==> src/hw/sbi_pkg.sv <==
// Constants for the host-side controller of a clockless SCSI interface chip.
// Assumes a 250 MHz system clock; times are converted to cycles here.
package sbi_pkg;
    // Clock rate used for time conversion
    localparam int CLK_MHZ = 250;
    // Least times, rounded up to whole cycles
    localparam int T_ARB_NS = 2200;
    localparam int T_EOP_NS = 100;
    localparam int T_RST_NS = 200;
    localparam int ARB_CYC = (T_ARB_NS * CLK_MHZ + 999) / 1000;
    localparam int EOP_CYC = (T_EOP_NS * CLK_MHZ + 999) / 1000;
    localparam int RST_CYC = (T_RST_NS * CLK_MHZ + 999) / 1000;
    localparam int CW = 10;
    // Chip ports
    localparam logic [2:0] P_MODE = 3'h2;
    localparam logic [2:0] P_LIVE = 3'h4;
    localparam logic [2:0] P_EVT = 3'h5;
    localparam logic [2:0] P_CLRIRQ = 3'h7;
    // Bits of the bus event status byte
    localparam int EV_DMA_DONE = 7;
    localparam int EV_PAR = 5;
    localparam int EV_IRQ = 4;
    localparam int EV_PHASE = 3;
    localparam int EV_BUSY = 2;
    // Bits of the live bus signal status byte
    localparam int LV_REQ = 5;
    localparam int LV_BSY = 6;
    localparam int LV_IO = 2;
    localparam int LV_SEL = 1;
    // Wishbone byte offsets
    localparam logic [7:0] A_CMD = 8'h00;
    localparam logic [7:0] A_RDATA = 8'h04;
    localparam logic [7:0] A_STAT = 8'h08;
    localparam logic [7:0] A_CAUSE = 8'h0c;
    localparam logic [7:0] A_ACT = 8'h10;
    // Command word fields
    localparam int CMD_WR = 11;
    localparam int CMD_GO = 12;
    // Action word fields
    localparam int ACT_RST = 0;
    localparam int ACT_EOP = 1;
    localparam int ACT_ARB = 2;
    localparam int ACT_AUTO = 3;
    // Cause register bits
    localparam int C_SEL = 0;
    localparam int C_RESEL = 1;
    localparam int C_EOP = 2;
    localparam int C_PAR = 3;
    localparam int C_PHASE = 4;
    localparam int C_BUSY = 5;
    localparam int C_BUSRST = 6;
    // Sequencer states
    typedef enum logic [2:0] {
        ST_IDLE = 3'b001,
        ST_STRB = 3'b010,
        ST_GAP = 3'b100
    } sbi_st_t;
endpackage

==> src/hw/sbi_host.sv <==
// Host controller for a clockless SCSI interface chip: register access
// through the chip pins, interrupt service, end-of-process and reset pulses.
// Assumes the chip sees our strobes asynchronously and its answers are
// already synchronous to clk_i.
//
// Summary of operation
// - Software waits 2.2 us after arbitration start before checking.
// - Selection interrupt with I/O active counts as reselection.
// - Initiator receive: sample request and ack for more same-phase data.
// - Send: DMA-done is not bus completion; sample request and ack.
`timescale 1ns/1ps
`default_nettype none

module sbi_host #(
    parameter int ACC_CYC = 4,
    parameter int GAP_CYC = 2
) (
    // Clock, reset, enable
    input wire logic clk_i,
    input wire logic rst_i,
    input wire logic ce_i,
    // Wishbone slave
    input wire logic wb_cyc_i,
    input wire logic wb_stb_i,
    input wire logic wb_we_i,
    input wire logic [7:0] wb_adr_i,
    input wire logic [3:0] wb_sel_i,
    input wire logic [31:0] wb_dat_i,
    output logic [31:0] wb_dat_o,
    output logic wb_ack_o,
    // Chip register port
    output logic [2:0] dev_addr_o,
    output logic dev_cs_n_o,
    output logic dev_rd_n_o,
    output logic dev_wr_n_o,
    input wire logic [7:0] dev_data_i,
    output logic [7:0] dev_data_o,
    output logic dev_data_oe_o,
    // Chip control and DMA pins
    output logic dev_reset_n_o,
    input wire logic dev_irq_i,
    output logic dev_dma_ack_in_n_o,
    output logic dev_eop_n_o
);
    sbi_pkg::sbi_st_t st_r;
    logic [sbi_pkg::CW-1:0] cnt_r;
    logic [sbi_pkg::CW-1:0] eop_cnt_r;
    logic [sbi_pkg::CW-1:0] rst_cnt_r;
    logic [sbi_pkg::CW-1:0] arb_cnt_r;
    logic arb_done_r;
    logic [1:0] svc_r;
    logic wr_r;
    logic auto_r;
    logic [7:0] rdata_r;
    logic [7:0] evt_r;
    logic [7:0] live_r;
    logic [6:0] cause_r;
    logic [31:0] dat_r;
    logic ack_r;

    // Bus request decode
    wire req = wb_cyc_i & wb_stb_i & ~ack_r;
    wire wreq = req & wb_we_i & wb_sel_i[0];
    wire idle = st_r == sbi_pkg::ST_IDLE;
    wire eop_busy = eop_cnt_r != '0;
    wire rst_busy = rst_cnt_r != '0;
    wire free = idle & ~eop_busy & ~rst_busy;
    wire go_sw = wreq & (wb_adr_i == sbi_pkg::A_CMD) & wb_dat_i[sbi_pkg::CMD_GO]
        & free & (svc_r == 2'd0);
    wire wr_act = wreq & (wb_adr_i == sbi_pkg::A_ACT);
    // Chip reset and end-of-process only start with the port quiet
    wire go_rst = wr_act & wb_dat_i[sbi_pkg::ACT_RST] & free;
    wire go_eop = wr_act & wb_dat_i[sbi_pkg::ACT_EOP] & free & ~go_rst;
    wire go_arb = wr_act & wb_dat_i[sbi_pkg::ACT_ARB];
    // Service starts only when software is not starting an access, chip reset or end-of-process itself
    wire go_svc = auto_r & dev_irq_i & free & (svc_r == 2'd0)
        & ~go_sw & ~go_rst & ~go_eop;
    wire strb_end = (st_r == sbi_pkg::ST_STRB)
        & (cnt_r == sbi_pkg::CW'(ACC_CYC - 1));
    wire gap_end = (st_r == sbi_pkg::ST_GAP)
        & (cnt_r == sbi_pkg::CW'(GAP_CYC - 1));
    wire svc_next = gap_end & (svc_r != 2'd0) & (svc_r != 2'd3);
    wire [2:0] svc_port = (svc_r == 2'd1) ? sbi_pkg::P_LIVE
        : sbi_pkg::P_CLRIRQ;

    // Cause decode from the two status snapshots
    wire sel_hit = evt_r[sbi_pkg::EV_IRQ] & live_r[sbi_pkg::LV_SEL];
    wire c_sel = sel_hit & ~live_r[sbi_pkg::LV_IO];
    wire c_resel = sel_hit & live_r[sbi_pkg::LV_IO];
    wire c_eop = evt_r[sbi_pkg::EV_DMA_DONE];
    wire c_par = evt_r[sbi_pkg::EV_PAR] & ~sel_hit;
    wire c_busy = evt_r[sbi_pkg::EV_BUSY];
    wire c_phase = ~evt_r[sbi_pkg::EV_PHASE] & live_r[sbi_pkg::LV_BSY]
        & ~c_eop & ~c_busy & ~c_par & ~sel_hit;
    // Bus reset is the cause when nothing else explains the interrupt
    wire c_rst = ~(sel_hit | c_eop | c_par | c_busy | c_phase);
    wire [6:0] cause_new = {c_rst, c_busy, c_phase, c_par, c_eop, c_resel,
        c_sel};
    wire cause_set = gap_end & (svc_r == 2'd3);
    wire cause_clr = wreq & (wb_adr_i == sbi_pkg::A_CAUSE);

    // Read mux; unmapped offsets read zero
    wire [31:0] rd_mux =
        (wb_adr_i == sbi_pkg::A_RDATA) ? {8'h00, live_r, evt_r, rdata_r} :
        (wb_adr_i == sbi_pkg::A_STAT) ? {26'h0, arb_done_r, rst_busy,
            eop_busy, dev_irq_i, svc_r != 2'd0, ~idle} :
        (wb_adr_i == sbi_pkg::A_CAUSE) ? {25'h0, cause_r} :
        (wb_adr_i == sbi_pkg::A_ACT) ? {28'h0, auto_r, 3'h0} : 32'h0;

    // Wishbone answer one cycle after the strobe
    always_ff @(posedge clk_i)
    begin
        if (rst_i)
        begin
            ack_r <= 1'b0;
            dat_r <= 32'h0;
            auto_r <= 1'b0;
        end
        else if (ce_i)
        begin
            ack_r <= req;
            if (req)
                dat_r <= rd_mux;
            if (wr_act)
                auto_r <= wb_dat_i[sbi_pkg::ACT_AUTO];
        end
    end

    // Access sequencer: strobe phase, then recovery gap
    always_ff @(posedge clk_i)
    begin
        if (rst_i)
        begin
            st_r <= sbi_pkg::ST_IDLE;
            cnt_r <= '0;
            wr_r <= 1'b0;
            dev_addr_o <= 3'h0;
            dev_data_o <= 8'h00;
        end
        else if (ce_i)
        begin
            if (go_sw)
            begin
                st_r <= sbi_pkg::ST_STRB;
                wr_r <= wb_dat_i[sbi_pkg::CMD_WR];
                dev_addr_o <= wb_dat_i[10:8];
                dev_data_o <= wb_dat_i[7:0];
                cnt_r <= '0;
            end
            else if (go_svc | svc_next)
            begin
                st_r <= sbi_pkg::ST_STRB;
                wr_r <= 1'b0;
                dev_addr_o <= go_svc ? sbi_pkg::P_EVT : svc_port;
                cnt_r <= '0;
            end
            else if (strb_end)
            begin
                st_r <= sbi_pkg::ST_GAP;
                cnt_r <= '0;
            end
            else if (gap_end)
                st_r <= sbi_pkg::ST_IDLE;
            else if (!idle)
                cnt_r <= cnt_r + 1'b1;
        end
    end

    // Chip strobes; chip select never overlaps the DMA acknowledge
    always_ff @(posedge clk_i)
    begin
        if (rst_i)
        begin
            dev_cs_n_o <= 1'b1;
            dev_rd_n_o <= 1'b1;
            dev_wr_n_o <= 1'b1;
            dev_data_oe_o <= 1'b0;
        end
        else if (ce_i)
        begin
            if (go_sw | go_svc | svc_next)
            begin
                dev_cs_n_o <= 1'b0;
                dev_rd_n_o <= go_sw & wb_dat_i[sbi_pkg::CMD_WR];
                dev_wr_n_o <= ~(go_sw & wb_dat_i[sbi_pkg::CMD_WR]);
                dev_data_oe_o <= go_sw & wb_dat_i[sbi_pkg::CMD_WR];
            end
            else if (go_eop)
                dev_rd_n_o <= 1'b0;
            else if (strb_end | (eop_cnt_r == sbi_pkg::CW'(1)))
            begin
                dev_cs_n_o <= 1'b1;
                dev_rd_n_o <= 1'b1;
                dev_wr_n_o <= 1'b1;
                dev_data_oe_o <= 1'b0;
            end
        end
    end

    // Read capture; a port 7 read clears the chip interrupt
    always_ff @(posedge clk_i)
    begin
        if (rst_i)
        begin
            rdata_r <= 8'h00;
            evt_r <= 8'h00;
            live_r <= 8'h00;
            svc_r <= 2'd0;
        end
        else if (ce_i)
        begin
            if (strb_end & ~wr_r)
            begin
                rdata_r <= dev_data_i;
                // Snapshots keep request and ack for completion polling
                if (svc_r == 2'd1)
                    evt_r <= dev_data_i;
                if (svc_r == 2'd2)
                    live_r <= dev_data_i;
            end
            if (go_svc)
                svc_r <= 2'd1;
            else if (gap_end & (svc_r != 2'd0))
                svc_r <= (svc_r == 2'd3) ? 2'd0 : svc_r + 2'd1;
        end
    end

    // Sticky causes; a new cause wins over a same-cycle clear
    always_ff @(posedge clk_i)
    begin
        if (rst_i)
            cause_r <= 7'h00;
        else if (ce_i)
            cause_r <= (cause_r & ~(cause_clr ? wb_dat_i[6:0] : 7'h00))
                | (cause_set ? cause_new : 7'h00);
    end

    // End-of-process pulse with ack and read strobe, at least 100 ns
    always_ff @(posedge clk_i)
    begin
        if (rst_i)
        begin
            eop_cnt_r <= '0;
            dev_eop_n_o <= 1'b1;
            dev_dma_ack_in_n_o <= 1'b1;
        end
        else if (ce_i)
        begin
            if (go_eop)
            begin
                eop_cnt_r <= sbi_pkg::CW'(sbi_pkg::EOP_CYC);
                dev_eop_n_o <= 1'b0;
                dev_dma_ack_in_n_o <= 1'b0;
            end
            else if (eop_busy)
            begin
                eop_cnt_r <= eop_cnt_r - 1'b1;
                if (eop_cnt_r == sbi_pkg::CW'(1))
                begin
                    dev_eop_n_o <= 1'b1;
                    dev_dma_ack_in_n_o <= 1'b1;
                end
            end
        end
    end

    // Chip reset pulse, also clears the chip interrupt
    always_ff @(posedge clk_i)
    begin
        if (rst_i)
        begin
            rst_cnt_r <= '0;
            dev_reset_n_o <= 1'b1;
        end
        else if (ce_i)
        begin
            if (go_rst)
            begin
                rst_cnt_r <= sbi_pkg::CW'(sbi_pkg::RST_CYC);
                dev_reset_n_o <= 1'b0;
            end
            else if (rst_busy)
            begin
                rst_cnt_r <= rst_cnt_r - 1'b1;
                dev_reset_n_o <= rst_cnt_r == sbi_pkg::CW'(1);
            end
        end
    end

    // Arbitration settle timer; the chip itself does not time it
    always_ff @(posedge clk_i)
    begin
        if (rst_i)
        begin
            arb_cnt_r <= '0;
            arb_done_r <= 1'b0;
        end
        else if (ce_i)
        begin
            if (go_arb)
            begin
                arb_cnt_r <= sbi_pkg::CW'(sbi_pkg::ARB_CYC);
                arb_done_r <= 1'b0;
            end
            else if (arb_cnt_r != '0)
            begin
                arb_cnt_r <= arb_cnt_r - 1'b1;
                arb_done_r <= arb_cnt_r == sbi_pkg::CW'(1);
            end
        end
    end

    assign wb_ack_o = ack_r;
    assign wb_dat_o = dat_r;
endmodule

`default_nettype wire

==> config.mk <==
export PLATFORM = sky130hd
export DESIGN_NAME = sbi_host
export DESIGN_NICKNAME = d
export VERILOG_FILES = /design/src/hw/sbi_pkg.sv /design/src/hw/sbi_host.sv
export SDC_FILE = /design/constraint.sdc
export NUM_CORES = 1
export LEC_CHECK = 0
export BUFFER_PORTS_ARGS = -buffer_cell sky130_fd_sc_hd__buf_2
export CAP_MARGIN = 10
export CORE_MARGIN = 4
export CORE_UTILIZATION = 35
export DETAILED_ROUTE_END_ITERATION = 8
export SLEW_MARGIN = 20
export SYNTH_ARGS = -nofsm -noshare
export SYNTH_HDL_FRONTEND = slang
export SYNTH_SLANG_ARGS = --single-unit
==> constraint.sdc <==
create_clock -name clk_i -period 3.65 [get_ports clk_i]
set_input_delay 0.365 -clock clk_i [delete_from_list [all_inputs] [get_ports clk_i]]
set_output_delay 0.365 -clock clk_i [all_outputs]
set_load 0.1 [all_outputs]
# ---- Word level (Yosys, flattened, before mapping)
# Index checks and enable logic that the tools add are counted.
dict set report classes {
  add_sub_neg 5
  n_eq_ne 19
  muxes 46
  n_bitwise 67
  reduce_logical 31
}
# op count
set ops {}
lappend ops {{10-bit two-way mux} 11}
lappend ops {{1-bit AND} 40}
lappend ops {{10-bit by 1-bit equality test with 1-bit output, second input constant} 4}
lappend ops {{10-bit nonzero test} 3}
lappend ops {{10-bit by 1-bit subtractor with 10-bit output, second input constant} 3}
lappend ops {{7-bit two-way mux} 4}
lappend ops {{24-bit two-way mux} 1}
lappend ops {{2-bit AND reduction} 11}
lappend ops {{1-bit two-way mux} 18}
lappend ops {{3-bit two-way mux} 6}
lappend ops {{8-bit by 4-bit equality test with 1-bit output, second input constant} 2}
lappend ops {{1-bit inverter} 16}
lappend ops {{2-bit nonzero test} 8}
lappend ops {{3-bit AND reduction} 5}
lappend ops {{10-bit by 1-bit adder with 10-bit output, second input constant} 1}
lappend ops {{10-bit by 2-bit equality test with 1-bit output, second input constant} 1}
lappend ops {{2-bit two-way mux} 5}
lappend ops {{8-bit by 3-bit equality test with 1-bit output, second input constant} 1}
lappend ops {{8-bit by 5-bit equality test with 1-bit output, second input constant} 1}
lappend ops {{8-bit zero test} 1}
lappend ops {{1-bit bitwise OR} 8}
lappend ops {{7-bit AND} 1}
lappend ops {{7-bit inverter} 1}
lappend ops {{7-bit bitwise OR} 1}
lappend ops {{other kinds (14)} 15}
dict set report totals {
  regBits 129
  in_bits 59
  wordCells 191
}

# ---- Logic depth before layout (Yosys ltp)
dict set report logic_depth {
  ltp_word 16
  depth_mapped 9
}

# ---- Worst setup path before layout
# No wires, ideal clock.
dict set report synth_timing {
  path_type {reg-to-reg}
  startpoint {register ack_r, in the netlist wb_ack_o}
  endpoint {register eop_cnt_r[8] (netlist name)}
  setup_time_ns 0.070
  arrival_ns 2.417
  setup_slack_ns 1.163
  stages_incl_launch_ff 7
  path_buffers 0
  path_cell_list {dfxtp_1 nor4_1 nand4_1 o31ai_4 nand4_1 or4_1 a21oi_1}
}
dict set report synth_via {
  elab_chain_len 11
}
# element line
set synth_lines {}
lappend synth_lines {{from (decl)} sbi_host.sv:59} ;# logic ack_r;
lappend synth_lines {{from (signal assigned)} sbi_host.sv:121} ;# ack_r <= req;
lappend synth_lines {{1-bit inverter (*)} sbi_host.sv:62} ;# wire req = wb_cyc_i & wb_stb_i & ~ack_r;
lappend synth_lines {{1-bit AND (*)} sbi_host.sv:62}
lappend synth_lines {{1-bit AND (*) (2 in series)} sbi_host.sv:63} ;# wire wreq = req & wb_we_i & wb_sel_i[0];
lappend synth_lines {{1-bit AND (*)} sbi_host.sv:70} ;# wire wr_act = wreq & (wb_adr_i == sbi_pkg::A_ACT);
lappend synth_lines {{1-bit AND (2 in series)} sbi_host.sv:72} ;# wire go_rst = wr_act & wb_dat_i[sbi_pkg::ACT_RST] & free;
lappend synth_lines {{1-bit inverter} sbi_host.sv:73} ;# wire go_eop = wr_act & wb_dat_i[sbi_pkg::ACT_EOP] & free & ~go_rst;
lappend synth_lines {{1-bit AND (*)} sbi_host.sv:73}
lappend synth_lines {{2-bit nonzero test (no line)} -}
lappend synth_lines {{2-bit AND reduction (no line)} -}
lappend synth_lines {{to (signal assigned)} sbi_host.sv:251} ;# eop_cnt_r <= sbi_pkg::CW'(sbi_pkg::EOP_CYC);
lappend synth_lines {{to (signal assigned)} sbi_host.sv:257} ;# eop_cnt_r <= eop_cnt_r - 1'b1;
lappend synth_lines {{to (decl)} sbi_host.sv:47} ;# logic [sbi_pkg::CW-1:0] eop_cnt_r;
# Mark *: on every way between the ends. The rest lies on a longest branch, timed or not.
# A chain may end at the register's enable or synchronous reset.

# ---- Worst setup path in the final report
dict set report layout_timing {
  startpoint {register eop_cnt_r[3] (netlist name)}
  endpoint {register eop_cnt_r[4] (netlist name)}
}
dict set report layout_via {
  elab_chain_len 9
}
# element line
set layout_lines {}
lappend layout_lines {{10-bit nonzero test} sbi_host.sv:65} ;# wire eop_busy = eop_cnt_r != '0;
lappend layout_lines {{1-bit inverter} sbi_host.sv:67} ;# wire free = idle & ~eop_busy & ~rst_busy;
lappend layout_lines {{1-bit AND (2 in series)} sbi_host.sv:67}
lappend layout_lines {{1-bit AND} sbi_host.sv:72}
lappend layout_lines {{1-bit inverter} sbi_host.sv:73}
lappend layout_lines {{1-bit AND} sbi_host.sv:73}
lappend layout_lines {{2-bit nonzero test (no line)} -}
lappend layout_lines {{2-bit AND reduction (no line)} -}
# Parallel ways exist; a longest one is shown, timed or not. The select of a mux whose other input is x is not followed.

==> flow_summary.ini <==
[critical_path]
critPathKind = reg2reg
worstPathArrival_ps = 2960
start_kind = flip-flop
cp_max_fo = 7
endpoint_kind = flip-flop
r2r_cells = 6
r2r_setup_slack_ps = 1010
r2r-end = eop_cnt_r[4]$_SDFFE_PP0P_
crit_required_ps = 3970
rr_startpoint = eop_cnt_r[3]$_SDFFE_PP0P_

[synth]
ys_types = 72
synth_top_cell_by_area = dfxtp_1
synth_ff_type = dfxtp_1
synth_area_um2 = 5936
synth_top_area_share_pct = 40.81
synth_compound_area_share_pct = 18.42
synthAdderAreaFrac_pct = 2.951
synth_commonest_cells = 121 x dfxtp_1, 77 x nand2_1, 74 x nor2_1
ys_ff_latch = 121
syn_area_per_cell_um2 = 8.480
synthMuxAreaShare_pct = 2.761
synth_most_common_cell = dfxtp_1
synth_edf_count = 0
netlist_top_cells_area = dfxtp_1 41%, a21oi_1 5.4%, nand2_1 4.9%
synthXorXnorAreaFrac_pct = 2.066
synthCells = 700
synth_top_family_by_area = simple AND/OR/NAND/NOR gates
synth-simple-area-share_pct = 27.38
ys_warn_count = 0
async_reset_ff_share_pct = 0
synth_seq_area_share_pct = 40.81

[finish]
fin_area_um2 = 7047
finalNonFillerCells = 1009
area_delta_synth_final_pct = 18.72
regArea_um2 = 2422
drive_gt1_share_pct = 19.39
fillers = 1714
multi_input_area_um2 = 3211
antennaDiodeCount = 0
nets = 849

[placement]
post-place-cells = 977
dpl_cell_area_um2 = 6490
place_congestion = 0.8561
hpwl_mm = 11.54
port_buffers = 79

[timing]
timing.fmax_ghz = 0.3789
post-route-min-period_ps = 2639
fin_crit_sh_pct = 72.30
relSlewSlack_pct = 52.59
setup_viol = 0
tns_ps = 0
rsz0062_at_grt = no
final_max_slew_viol_count = 0
hold_violations = 0
worst_slew_pin_slew_ps = 711.2
skew_ps = 6.713

[min_path]
min_to = dev_data_o[7]$_SDFFE_PP0P_
hold_start = wb_dat_i[7]
hold_depth = 3
hp-class = in2reg

[floorplanning]
die_w_um = 138.2
dieArea_um2 = 19110
start_util_pct = 35.79
rows = 47
pin_count = 110
core_area_um2 = 16580
die_h_um = 138.2

[cts]
cts.path.max_buffers = 2
clk_latency_ps = 420
post-cts-setup-buffers = 0
cts_resized = 0
cts_tree = done
cts_num_sinks = 121
htreeDepth = 4
cts_hold_buf = 0
cts_root_buf = clkbuf_16
cts_buffers = 17
clk_pin_slew_ps = 60

[global_route]
grtUsageTotal_pct = 16.38
grt_pass1_wl_mm = 25.75
antenna_found_initial = 0
grt-ovfl-total = 0
grt_pass1_vias = 4930
grt_max_degree = 66

[detailed_routing]
drc_errors = 0
wire_per_inst_um = 15.66
postRouteAntennaNets = 0
via_per_inst = 5.224
drt_iter0_drc = 329
num_vias = 5271
drtPass1Iterations = 5
routed_wl_mm = 15.80

[flow_run]
cap_violations = 0

[power]
p_leak_uw = 0.002684
vdd_ir_drop_max_v = 0.0003159
powerDensity_nw_per_um2 = 631.0

[outcome]
status = finished, final reports clean
## critical path, cell delays in order, from the launching register on
cell      delay [ps]
dfxtp_1          370
nor4_2           530
nand3_2          350
nor4_2           730
or2_2            220
a31oi_1           80
a311oi_1         270
## layout make-up
cell class                 instances  area share (%)
clock buffer                      17           6.037
sequential                       121           34.37
tap                              220           3.906
multi-input combinational        519           45.56
clock inverter                    15           1.864
timing repair buffer              90           6.818
inverter                          27           1.438
## per-stage QoR
stage	hold slack, ps	worst slack [ps]	utilization (%)	power [uW]
5_1_grt	202.6	710.5	42.49	4713
2_1_floorplan	433.7	1163	-	2628
3_3_place_gp	439.0	788.9	39.14	2865
6_report	186.0	1011	42.49	4446
4_1_cts	174.7	995.9	42.49	4474
3_5_place_dp	445.8	796.0	39.14	2878
## sequential cells by signal, summed over array words and instances, names as in the netlist, 7 cells and up
name	cells
rdata_r	8
wb_dat_o	24
eop_cnt_r	10
live_r	8
cause_r	7
evt_r	8
arb_cnt_r	10
dev_data_o	8
rst_cnt_r	10
cnt_r	10
## kinds of logic (layout without fill, tap and decap cells)
logic type / after synthesis / in the layout
AOI/OAI and AO/OA: 165 / 165
xor gates and xnor gates: 14 / 14
adders and majority gates: 14 / 14
buffers and inverters: 67 / 149
DFF: 121 / 121
muxes: 16 / 16
other: 1 / 8
and+or+nand+nor: 302 / 302
## per-layer routing
layer	vias to the layer above	track usage, %	routed length (um)
met1	2480	21.58	7431
met4	0	3.900	129
met5	-	0	0
li1	2663	-	-
met2	118	27.13	7538
met3	10	4.109	698
## cells in the final DEF (no fill, tap or decap), types with 12 or more instances in the layout
| master | count |
|---|---|
| dfxtp_1 | 121 |
| mux2i_1 | 13 |
| inv_1 | 26 |
| nand3_1 | 39 |
| ha_1 | 14 |
| o21ai_0 | 23 |
| nor2_1 | 74 |
| a21oi_1 | 64 |
| a22oi_1 | 22 |
| nor4_1 | 12 |
| clkbuf_16 | 17 |
| nand2_1 | 77 |
| buf_4 | 12 |
| buf_2 | 78 |
| nor3_1 | 13 |
## worst max path at each step
stage,from,end,slack [ps],depth (start not counted)
2_1_floorplan,wb_ack_o$_SDFFE_PP0P_,eop_cnt_r[8]$_SDFFE_PP0P_,1160,6
6_report,eop_cnt_r[3]$_SDFFE_PP0P_,eop_cnt_r[4]$_SDFFE_PP0P_,1010,6
4_1_cts,eop_cnt_r[3]$_SDFFE_PP0P_,dev_rd_n_o$_SDFFE_PP1P_,1000,7
3_3_place_gp,wb_adr_i[0],dev_data_o[5]$_SDFFE_PP0P_,790,7
3_5_place_dp,wb_adr_i[0],dev_data_o[7]$_SDFFE_PP0P_,800,7
5_1_grt,eop_cnt_r[3]$_SDFFE_PP0P_,dev_rd_n_o$_SDFFE_PP1P_,710,7
## power breakdown
group | internal (uW) | leakage (uW) | switching [uW]
Clock | 894 | 0.000268 | 693
Sequential | 1460 | 0.000980 | 148
Combinational | 477 | 0.00144 | 775
Total | 2830 | 0.00268 | 1620
(Power assumes the default switching activity.)
